$ cat config.mk
export PLATFORM = sky130hd
export DESIGN_NAME = drg_run_gate
export DESIGN_NICKNAME = d
export VERILOG_FILES = /design/src/include/drg_pkg.sv /design/src/include/drg_sync_if.sv /design/src/core/drg_pin_sync.sv /design/src/core/drg_run_gate.sv
export SDC_FILE = /design/constraint.sdc
export NUM_CORES = 1
export LEC_CHECK = 0
export BUFFER_PORTS_ARGS = -buffer_cell sky130_fd_sc_hd__buf_2
export CORE_ASPECT_RATIO = 0.75
export CORE_MARGIN = 1
export CORE_UTILIZATION = 52
export DETAILED_ROUTE_END_ITERATION = 8
export GPL_TIMING_DRIVEN = 0
export PLACE_DENSITY = 0.86
export SYNTH_ARGS = -nofsm -noshare
export SYNTH_HDL_FRONTEND = slang
export SYNTH_SLANG_ARGS = --single-unit
$ cat constraint.sdc
create_clock -name sys_clk -period 9.2 [get_ports sys_clk]
set_input_delay 0.92 -clock sys_clk [delete_from_list [all_inputs] [get_ports sys_clk]]
set_output_delay 0.92 -clock sys_clk [all_outputs]
set_load 0.005 [all_outputs]
$ cat src/include/drg_pkg.sv
// drg_pkg: constants and types shared by the run command gating block.
// assumes: included before drg_sync_if and both core modules.
package drg_pkg;

  // ****************************************************************
  // digital input function codes and option values
  // ****************************************************************
  localparam int        DRG_N_DI          = 8;     // number of inputs
  localparam int        DRG_FN_W          = 8;     // function code width
  localparam logic [7:0] DRG_MK_FUNC_JOG  = 8'h01; // multi-key = jog
  localparam logic [7:0] DRG_FN_FWD       = 8'h01; // forward run
  localparam logic [7:0] DRG_FN_REV       = 8'h02; // reverse run
  localparam logic [7:0] DRG_FN_RUN_EN    = 8'h12; // run enable (18)
  localparam logic [7:0] DRG_FN_3WIRE     = 8'h13; // three wire (19)
  localparam logic [1:0] DRG_STOP_COAST   = 2'h0;  // block output
  localparam logic [1:0] DRG_STOP_QUICK   = 2'h1;  // quick stop
  localparam logic [1:0] DRG_STOP_RESUME  = 2'h2;  // quick stop resume

  // ****************************************************************
  // timing of pushbutton pulses
  // ****************************************************************
  localparam int DRG_CLK_HZ          = 20_000_000;
  localparam int DRG_MIN_PULSE_US    = 1000;       // 1 ms
  localparam int DRG_MIN_PULSE_CYC   =
    (DRG_MIN_PULSE_US * (DRG_CLK_HZ / 1_000_000));

  // ****************************************************************
  // selections toward the output stage
  // ****************************************************************
  typedef enum logic [2:0] {
    DRG_RAMP_NORMAL_ACC,
    DRG_RAMP_NORMAL_DEC,
    DRG_RAMP_JOG,
    DRG_RAMP_FAST_STOP,
    DRG_RAMP_DWELL
  } drg_ramp_t;

  typedef enum logic [2:0] {
    DRG_SRC_NONE,
    DRG_SRC_DWELL,
    DRG_SRC_KEYPAD_JOG,
    DRG_SRC_TERM_JOG,
    DRG_SRC_NORMAL
  } drg_src_t;

  typedef enum logic [1:0] {
    DRG_GATE_OPEN,
    DRG_GATE_STOPPING,
    DRG_GATE_WAIT_CMD
  } drg_gate_t;

  // ****************************************************************
  // values after reset
  // ****************************************************************
  localparam logic [7:0] DRG_RST_MK_FUNC  = 8'h00;
  localparam logic [2:0] DRG_RST_PIN      = 3'h0;

endpackage

$ cat src/include/drg_sync_if.sv
// drg_sync_if: pin levels before and after synchronising.
// assumes: drg_pkg compiled first; one clock domain.
`timescale 1ns/100ps
interface drg_sync_if
  import drg_pkg::*;
  #(parameter int N_DI = DRG_N_DI);
  logic [N_DI-1:0] raw_di;
  logic            raw_fwd_key;
  logic            raw_rev_key;
  logic            raw_multi_key;
  logic [N_DI-1:0] sync_di;
  logic            sync_fwd_key;
  logic            sync_rev_key;
  logic            sync_multi_key;

  modport syncer (
    input  raw_di, raw_fwd_key, raw_rev_key, raw_multi_key,
    output sync_di, sync_fwd_key, sync_rev_key, sync_multi_key
  );
  modport core (
    output raw_di, raw_fwd_key, raw_rev_key, raw_multi_key,
    input  sync_di, sync_fwd_key, sync_rev_key, sync_multi_key
  );
endinterface

$ cat src/core/drg_pin_sync.sv
// drg_pin_sync: two flip-flop synchroniser for all pin inputs.
// assumes: pins are asynchronous to sys_clk.
`timescale 1ns/100ps
module drg_pin_sync
  import drg_pkg::*;
  #(parameter int N_DI = DRG_N_DI)
  (
  // clock and reset
  input  wire logic sys_clk,
  input  wire logic arst_n,
  // pin levels
  drg_sync_if.syncer pins
  );

  localparam int W = N_DI + 3;

  logic [W-1:0] meta_ff;
  logic [W-1:0] stab_ff;
  logic [W-1:0] nxt_meta;
  logic [W-1:0] nxt_stab;

  // first stage feeds only the second
  always_comb
  begin
    nxt_meta = {pins.raw_di, pins.raw_fwd_key, pins.raw_rev_key,
                pins.raw_multi_key};
    nxt_stab = meta_ff;
  end

  always_ff @(posedge sys_clk or negedge arst_n)
  begin
    if (!arst_n)
    begin
      meta_ff <= '0;
      stab_ff <= '0;
    end
    else
    begin
      meta_ff <= nxt_meta;
      stab_ff <= nxt_stab;
    end
  end

  assign pins.sync_di        = stab_ff[W-1:3];
  assign pins.sync_fwd_key   = stab_ff[2];
  assign pins.sync_rev_key   = stab_ff[1];
  assign pins.sync_multi_key = stab_ff[0];

endmodule // drg_pin_sync

$ cat src/core/drg_run_gate.sv
// drg_run_gate: run command qualification for a motor drive.
// assumes: cfg_* and status inputs come from logic on sys_clk;
// keys and digital inputs are raw pins.
// Contract
// - keypad jog possible only when multi-key function holds value 1
// - multi-key press toggles keypad jog; jog inverts icon, shows keypad source
// - held forward or reverse key runs that way at jog frequency
// - keypad jog stops when neither direction key is held
// - jog ramps use jog accel and jog decel times
// - while running, multi-key function change and key presses are refused
// - dwell over jog over other sources; keypad jog over terminal jog
// - three-wire mode latches momentary forward or reverse pushbuttons
// - forward and reverse together stop the drive
// - in safe mode run commands execute only with run enable on
// - input with function code 18 is the run enable input
// - safe mode switch 1 gates run commands, 0 leaves them ungated
// - run enable loss with quick stop option uses fast stop time
// - removing run command stops with normal decel time
// - coast option blocks output at once when run enable is off
// - quick stop needs a fresh run command after enable returns
// - quick stop resume continues when enable returns with command on
`timescale 1ns/100ps
module drg_run_gate
  import drg_pkg::*;
  #(parameter int N_DI = DRG_N_DI)
  (
  // clock and reset
  input  wire logic                     sys_clk,
  input  wire logic                     arst_n,
  // keypad and terminal pins
  input  wire logic                     forward_key,
  input  wire logic                     reverse_key,
  input  wire logic                     multi_key,
  input  wire logic [N_DI-1:0]          digital_inputs,
  // configuration
  input  wire logic [7:0]               cfg_multi_key_func,
  input  wire logic                     cfg_terminal_fwd_rev_source,
  input  wire logic                     cfg_safe_mode_switch,
  input  wire logic [1:0]               cfg_permit_loss_stop_option,
  input  wire logic [N_DI*DRG_FN_W-1:0] cfg_di_function,
  // status from neighbouring logic
  input  wire logic                     dwell_active,
  input  wire logic                     term_jog_fwd,
  input  wire logic                     term_jog_rev,
  input  wire logic                     drive_running,
  // toward output stage and display
  output      logic                     run_fwd_ff,
  output      logic                     run_rev_ff,
  output      drg_src_t                 src_sel_ff,
  output      drg_ramp_t                ramp_sel_ff,
  output      logic                     output_block_ff,
  output      logic                     keypad_jog_mode_ff,
  output      logic                     keypad_source_indicator_ff,
  output      logic                     icon_inverted_ff,
  output      logic                     multi_key_reject_ff,
  output      drg_gate_t                gate_state_ff
  );

  // ****************************************************************
  // pin synchronising
  // ****************************************************************
  drg_sync_if #(.N_DI(N_DI)) pins ();

  assign pins.raw_di        = digital_inputs;
  assign pins.raw_fwd_key   = forward_key;
  assign pins.raw_rev_key   = reverse_key;
  assign pins.raw_multi_key = multi_key;

  drg_pin_sync #(.N_DI(N_DI)) u_sync (
    .sys_clk (sys_clk),
    .arst_n  (arst_n),
    .pins    (pins.syncer)
  );

  // ****************************************************************
  // digital input function decode
  // ****************************************************************
  logic run_en_in;
  logic run_en_seen;
  logic tw_stop_in;
  logic tw_seen;
  logic term_fwd_in;
  logic term_rev_in;

  always_comb
  begin
    logic [7:0] fn;
    fn          = 8'h00;
    run_en_in   = 1'b0;
    run_en_seen = 1'b0;
    tw_stop_in  = 1'b0;
    tw_seen     = 1'b0;
    term_fwd_in = 1'b0;
    term_rev_in = 1'b0;
    for (int i = 0; i < N_DI; i++)
    begin
      fn = cfg_di_function[i*DRG_FN_W +: DRG_FN_W];
      if (fn == DRG_FN_RUN_EN)
      begin
        run_en_seen = 1'b1;
        run_en_in   = run_en_in | pins.sync_di[i];
      end
      if (fn == DRG_FN_3WIRE)
      begin
        tw_seen    = 1'b1;
        tw_stop_in = tw_stop_in | pins.sync_di[i];
      end
      if (fn == DRG_FN_FWD)
        term_fwd_in = term_fwd_in | pins.sync_di[i];
      if (fn == DRG_FN_REV)
        term_rev_in = term_rev_in | pins.sync_di[i];
    end
  end

  // ****************************************************************
  // three-wire latch and terminal command
  // ****************************************************************
  logic tw_fwd_ff;
  logic tw_rev_ff;
  logic nxt_tw_fwd;
  logic nxt_tw_rev;
  logic tw_mode;
  logic cmd_fwd;
  logic cmd_rev;

  // stop input (closed = run) releases the latch
  always_comb
  begin
    tw_mode    = tw_seen & cfg_terminal_fwd_rev_source;
    nxt_tw_fwd = 1'b0;
    nxt_tw_rev = 1'b0;
    if (tw_mode && tw_stop_in && !(term_fwd_in && term_rev_in))
    begin
      nxt_tw_fwd = term_fwd_in | (tw_fwd_ff & ~term_rev_in);
      nxt_tw_rev = term_rev_in | (tw_rev_ff & ~term_fwd_in);
    end
    if (tw_mode)
    begin
      cmd_fwd = tw_fwd_ff;
      cmd_rev = tw_rev_ff;
    end
    else
    begin
      cmd_fwd = cfg_terminal_fwd_rev_source & term_fwd_in & ~term_rev_in;
      cmd_rev = cfg_terminal_fwd_rev_source & term_rev_in & ~term_fwd_in;
    end
  end

  always_ff @(posedge sys_clk or negedge arst_n)
  begin
    if (!arst_n)
    begin
      tw_fwd_ff <= 1'b0;
      tw_rev_ff <= 1'b0;
    end
    else
    begin
      tw_fwd_ff <= nxt_tw_fwd;
      tw_rev_ff <= nxt_tw_rev;
    end
  end

  // ****************************************************************
  // multi-key and keypad jog mode
  // ****************************************************************
  logic       mk_prev_ff;
  logic [7:0] mk_func_ff;
  logic       nxt_mk_prev;
  logic [7:0] nxt_mk_func;
  logic       nxt_jog_mode;
  logic       nxt_mk_reject;
  logic       running;
  logic       mk_press;

  always_comb
  begin
    running       = drive_running | run_fwd_ff | run_rev_ff;
    mk_press      = pins.sync_multi_key & ~mk_prev_ff;
    nxt_mk_prev   = pins.sync_multi_key;
    nxt_mk_func   = running ? mk_func_ff : cfg_multi_key_func;
    nxt_jog_mode  = keypad_jog_mode_ff;
    nxt_mk_reject = mk_press & running;
    if (mk_func_ff != DRG_MK_FUNC_JOG)
      nxt_jog_mode = 1'b0;
    else if (mk_press && !running)
      nxt_jog_mode = ~keypad_jog_mode_ff;
  end

  always_ff @(posedge sys_clk or negedge arst_n)
  begin
    if (!arst_n)
    begin
      mk_prev_ff                 <= 1'b0;
      mk_func_ff                 <= DRG_RST_MK_FUNC;
      keypad_jog_mode_ff         <= 1'b0;
      keypad_source_indicator_ff <= 1'b0;
      icon_inverted_ff           <= 1'b0;
      multi_key_reject_ff        <= 1'b0;
    end
    else
    begin
      mk_prev_ff                 <= nxt_mk_prev;
      mk_func_ff                 <= nxt_mk_func;
      keypad_jog_mode_ff         <= nxt_jog_mode;
      keypad_source_indicator_ff <= nxt_jog_mode;
      icon_inverted_ff           <= nxt_jog_mode;
      multi_key_reject_ff        <= nxt_mk_reject;
    end
  end

  // ****************************************************************
  // source priority and run enable gate
  // ****************************************************************
  drg_src_t  nxt_src;
  drg_gate_t nxt_gate;
  logic      req_fwd;
  logic      req_rev;
  logic      cmd_any;
  logic      gate_on;
  logic      gate_ok;

  // dwell keeps the present direction while it runs
  always_comb
  begin
    nxt_src = DRG_SRC_NONE;
    req_fwd = 1'b0;
    req_rev = 1'b0;
    if (dwell_active)
    begin
      nxt_src = DRG_SRC_DWELL;
      req_fwd = run_fwd_ff;
      req_rev = run_rev_ff;
    end
    else if (keypad_jog_mode_ff)
    begin
      req_fwd = pins.sync_fwd_key & ~pins.sync_rev_key;
      req_rev = pins.sync_rev_key & ~pins.sync_fwd_key;
      nxt_src = (req_fwd | req_rev) ? DRG_SRC_KEYPAD_JOG : DRG_SRC_NONE;
    end
    else if (term_jog_fwd ^ term_jog_rev)
    begin
      nxt_src = DRG_SRC_TERM_JOG;
      req_fwd = term_jog_fwd;
      req_rev = term_jog_rev;
    end
    else if (cmd_fwd ^ cmd_rev)
    begin
      nxt_src = DRG_SRC_NORMAL;
      req_fwd = cmd_fwd;
      req_rev = cmd_rev;
    end
    cmd_any = req_fwd | req_rev;
  end

  // safe mode gate state
  always_comb
  begin
    gate_on  = cfg_safe_mode_switch;
    nxt_gate = gate_state_ff;
    unique case (gate_state_ff)
      DRG_GATE_OPEN:
        if (gate_on && !(run_en_seen && run_en_in))
          nxt_gate = DRG_GATE_STOPPING;
      DRG_GATE_STOPPING:
        if (run_en_in && (cfg_permit_loss_stop_option != DRG_STOP_QUICK))
        begin
          if (cfg_permit_loss_stop_option == DRG_STOP_COAST)
            nxt_gate = DRG_GATE_OPEN;
          else if (cmd_any)
            nxt_gate = DRG_GATE_OPEN;
        end
        else if (cfg_permit_loss_stop_option == DRG_STOP_QUICK &&
                 !running)
          nxt_gate = DRG_GATE_WAIT_CMD;
      DRG_GATE_WAIT_CMD:
        if (run_en_in && !cmd_any)
          nxt_gate = DRG_GATE_OPEN;
    endcase
    if (!gate_on)
      nxt_gate = DRG_GATE_OPEN;
    gate_ok = (nxt_gate == DRG_GATE_OPEN);
  end

  // ****************************************************************
  // run outputs, ramp selection and output block
  // ****************************************************************
  logic      nxt_run_fwd;
  logic      nxt_run_rev;
  logic      nxt_block;
  drg_ramp_t nxt_ramp;
  logic      was_jog;

  always_comb
  begin
    nxt_run_fwd = req_fwd & gate_ok;
    nxt_run_rev = req_rev & gate_ok;
    nxt_block   = (nxt_gate == DRG_GATE_STOPPING) &&
                  (cfg_permit_loss_stop_option == DRG_STOP_COAST);
    was_jog     = (src_sel_ff == DRG_SRC_KEYPAD_JOG) ||
                  (src_sel_ff == DRG_SRC_TERM_JOG);
    if (nxt_src == DRG_SRC_DWELL)
      nxt_ramp = DRG_RAMP_DWELL;
    else if (!gate_ok && nxt_gate != DRG_GATE_OPEN &&
             cfg_permit_loss_stop_option != DRG_STOP_COAST)
      nxt_ramp = DRG_RAMP_FAST_STOP;
    else if (nxt_src == DRG_SRC_KEYPAD_JOG ||
             nxt_src == DRG_SRC_TERM_JOG)
      nxt_ramp = DRG_RAMP_JOG;
    else if (nxt_src == DRG_SRC_NORMAL)
      nxt_ramp = DRG_RAMP_NORMAL_ACC;
    else if (was_jog || (ramp_sel_ff == DRG_RAMP_JOG && running))
      nxt_ramp = DRG_RAMP_JOG;
    else
      nxt_ramp = DRG_RAMP_NORMAL_DEC;
  end

  always_ff @(posedge sys_clk or negedge arst_n)
  begin
    if (!arst_n)
    begin
      run_fwd_ff      <= 1'b0;
      run_rev_ff      <= 1'b0;
      src_sel_ff      <= DRG_SRC_NONE;
      ramp_sel_ff     <= DRG_RAMP_NORMAL_DEC;
      output_block_ff <= 1'b0;
      gate_state_ff   <= DRG_GATE_OPEN;
    end
    else
    begin
      run_fwd_ff      <= nxt_run_fwd;
      run_rev_ff      <= nxt_run_rev;
      src_sel_ff      <= nxt_src;
      ramp_sel_ff     <= nxt_ramp;
      output_block_ff <= nxt_block;
      gate_state_ff   <= nxt_gate;
    end
  end

endmodule // drg_run_gate

==> metrics.txt <==
outcome completed; top post-synthesis cells by count dfrtp_1, nand2_1, inv_1; #FFs+latches synth 46; Crit Path Class in2reg; Placed Instances approximately 440; DR WL/cell between 10 and 15 um; Area contributors post-synth dfrtp_1, nand2_1, nor4_1; Clock Latency Late Sink roughly 290 ps; H-Tree Depth 2; critical path arrival roughly 5000 ps; global-route wire length before repair between 10000 and 15000 um; CORE AREA about 4600 sq um; synth warn 0; Clock Path Buffers 2; RSZ-0062 raised after global routing no; Detailed Routing Iterations Pass 1 5; post-synthesis async set-or-reset flop share 100%; Via density between 5 and 6; Tot Pwr approximately 0.42 mW; register area share after synthesis between 40% and 50%; Final setup viols 0; io pins 108; FF-to-FF End run_fwd_ff$_DFF_PN0_; Reg2Reg Setup Slack roughly 5300 ps; pin count of the biggest net entering global routing 47; Worst EP required between 9000 and 10000 ps; total congestion overflow 0; Synth area leader dfrtp_1; clock sink count 46; Worst-path clk slew 80 ps; placed cell area between 3000 and 4000 sq um; layout filler cell count between 300 and 400; Fin Clk Skew 3.18 ps; Die Span X a little over 80 um; CTS resizes 0; fin area about 3200 sq um; top_reg_cell synth dfrtp_1; area of the mapped netlist around 2600 sq um; Antenna Cells 0; Worst Hold Launch u_sync.meta_ff[10]$_DFF_PN0_; NumNets Final 485; CTS tree built; GRT Overall Usage approximately a quarter; most common cell in the netlist dfrtp_1; Layout area overhead 27.2%; Initial Utilization 55.5%; Slew @ Worst Pin between 900 and 1000 ps; gp weighted congestion around 0.86; HP Class reg2reg; initial antenna violation count 0; critical path launch point type input port; Worst VDD drop approximately 0.12 mV; CP Capture Type flip-flop; number of buffers created by CTS 5; hold_ws approximately 350 ps; post-route setup TNS 0 ps; MaxCap Viol Count 0; pwr/cell area around 130 nW/um^2; Final Util 70.6%; die area 5200 sq um; Setup Buffers After CTS 0; worst slack, placed ~4300 ps; I/O Buffers ~110; row cnt 21; crit path to run_fwd_ff$_DFF_PN0_; Post-Syn Nets around 370; fraction of layout cells with a size suffix above 1 roughly 33%; detailed placement HPWL 5220 um; PnR worst setup slack 4370 ps; P_leak around 1.5 nW; min Tclk post-route just under 5000 ps; clk root buf clkbuf_8; vias in the first global route approximately 2500; Cells after Synth between 200 and 300; max_slew headroom a little under two fifths; fin. max-slew vios 0; EDFF count, synth 0; fin cells approximately 440; Die Height roughly 63 um; synthesized area per cell around 9.4 sq um; 1st-iter DRT viols ~140; fin crit share 52.5%; R2R depth 13; Final Hold Fails 0; Hold Buf Count CTS 0; Crit Path Max Fanout 6; DRT antenna net count 0; share of the synthesized area in the top cell type between 40% and 50%; Unique masters post-synth between 50 and 60; worst r2r src u_sync.stab_ff[6]$_DFF_PN0_; Post-Route WL between 6000 and 7000 um; Remaining DRCs 0; fmax slightly above 200 MHz; DR vias 2601; CP startpoint cfg_di_function[27]
[power breakdown]
group / internal [mW] / switching [mW] / total (mW)
registers: 0.219 / 0.0105 / 0.229
clock network: 0.0535 / 0.0616 / 0.115
logic: 0.0355 / 0.0411 / 0.0766
[critical path: stages]
cell,delay [ps]
buf_2,90
or4_4,540
or3b_4,430
nor4b_1,270
a21oi_1,90
nand4_1,220
nor3b_1,390
o21ai_0,140
ha_1,210
o21ai_0,250
o21a_1,170
a21oi_1,170
o311a_1,370
o31a_1,340
nor4b_1,390
[layer usage]
layer	wire length [um]	share of wire (%)	GRT usage, %
met4	106	1.6	7.33
met5	0	0	0
met2	3020	47	42.7
met3	628	9.7	6.34
met1	2740	42	35.7
[worst min-delay path by stage]
stage | end | slack [ps] | cells past startpoint
CTS | u_sync.stab_ff[8]$_DFF_PN0_ | 350 | 0
floorplan | u_sync.stab_ff[0]$_DFF_PN0_ | 330 | 0
global route | u_sync.stab_ff[5]$_DFF_PN0_ | 370 | 0
finish | u_sync.stab_ff[10]$_DFF_PN0_ | 350 | 0
global placement | u_sync.stab_ff[6]$_DFF_PN0_ | 330 | 0
detailed placement | u_sync.stab_ff[8]$_DFF_PN0_ | 330 | 0
[flip-flops by register name, summed over array words and instances (netlist names), 2 cells and up]
register / cells
u_sync.meta_ff: 11
u_sync.stab_ff: 11
mk_func_ff: 8
ramp_sel_ff: 3
src_sel_ff: 3
gate_state_ff: 2
[cell type report]
class / instances / area [sq um] / area share, %
clock buffers: 6 / 72.6 / 2.24
inverters: 17 / 63.8 / 1.97
flip-flops and latches: 46 / 1150 / 35.5
plain buffers: 8 / 45.0 / 1.39
well taps: 57 / 71.3 / 2.20
repair buffers: 107 / 536 / 16.5
multi-input cells: 201 / 1290 / 39.8
clock inverters: 2 / 13.8 / 0.424
[cell families after synthesis]
| family | count (synthesis) | synth area share [%] |
|---|---|---|
| AND/OR/NAND/NOR | 140 | 31.7 |
| AO/OA/AOI/OAI | 54 | 15.6 |
| flip-flops | 46 | 45.1 |
| buffers and inverters | 25 | 4.26 |
| adder cells (fa/ha/maj) | 6 | 2.94 |
| XOR/XNOR | 1 | 0.343 |
[cells in the final DEF, fill, tap and decap left out, types with 6 or more instances in the layout]
master,n
buf_2,107
dfrtp_1,45
nand2_1,37
inv_1,17
nor4_1,15
a21oi_1,13
nand2b_1,11
nand3_1,10
nor3_1,9
nor4b_1,8
nor2_1,8
or4_1,7
nor2b_1,7
o21ai_0,7
o21a_1,6
clkbuf_1,6
ha_1,6
No activity file was read; power rests on OpenSTA's default activity.
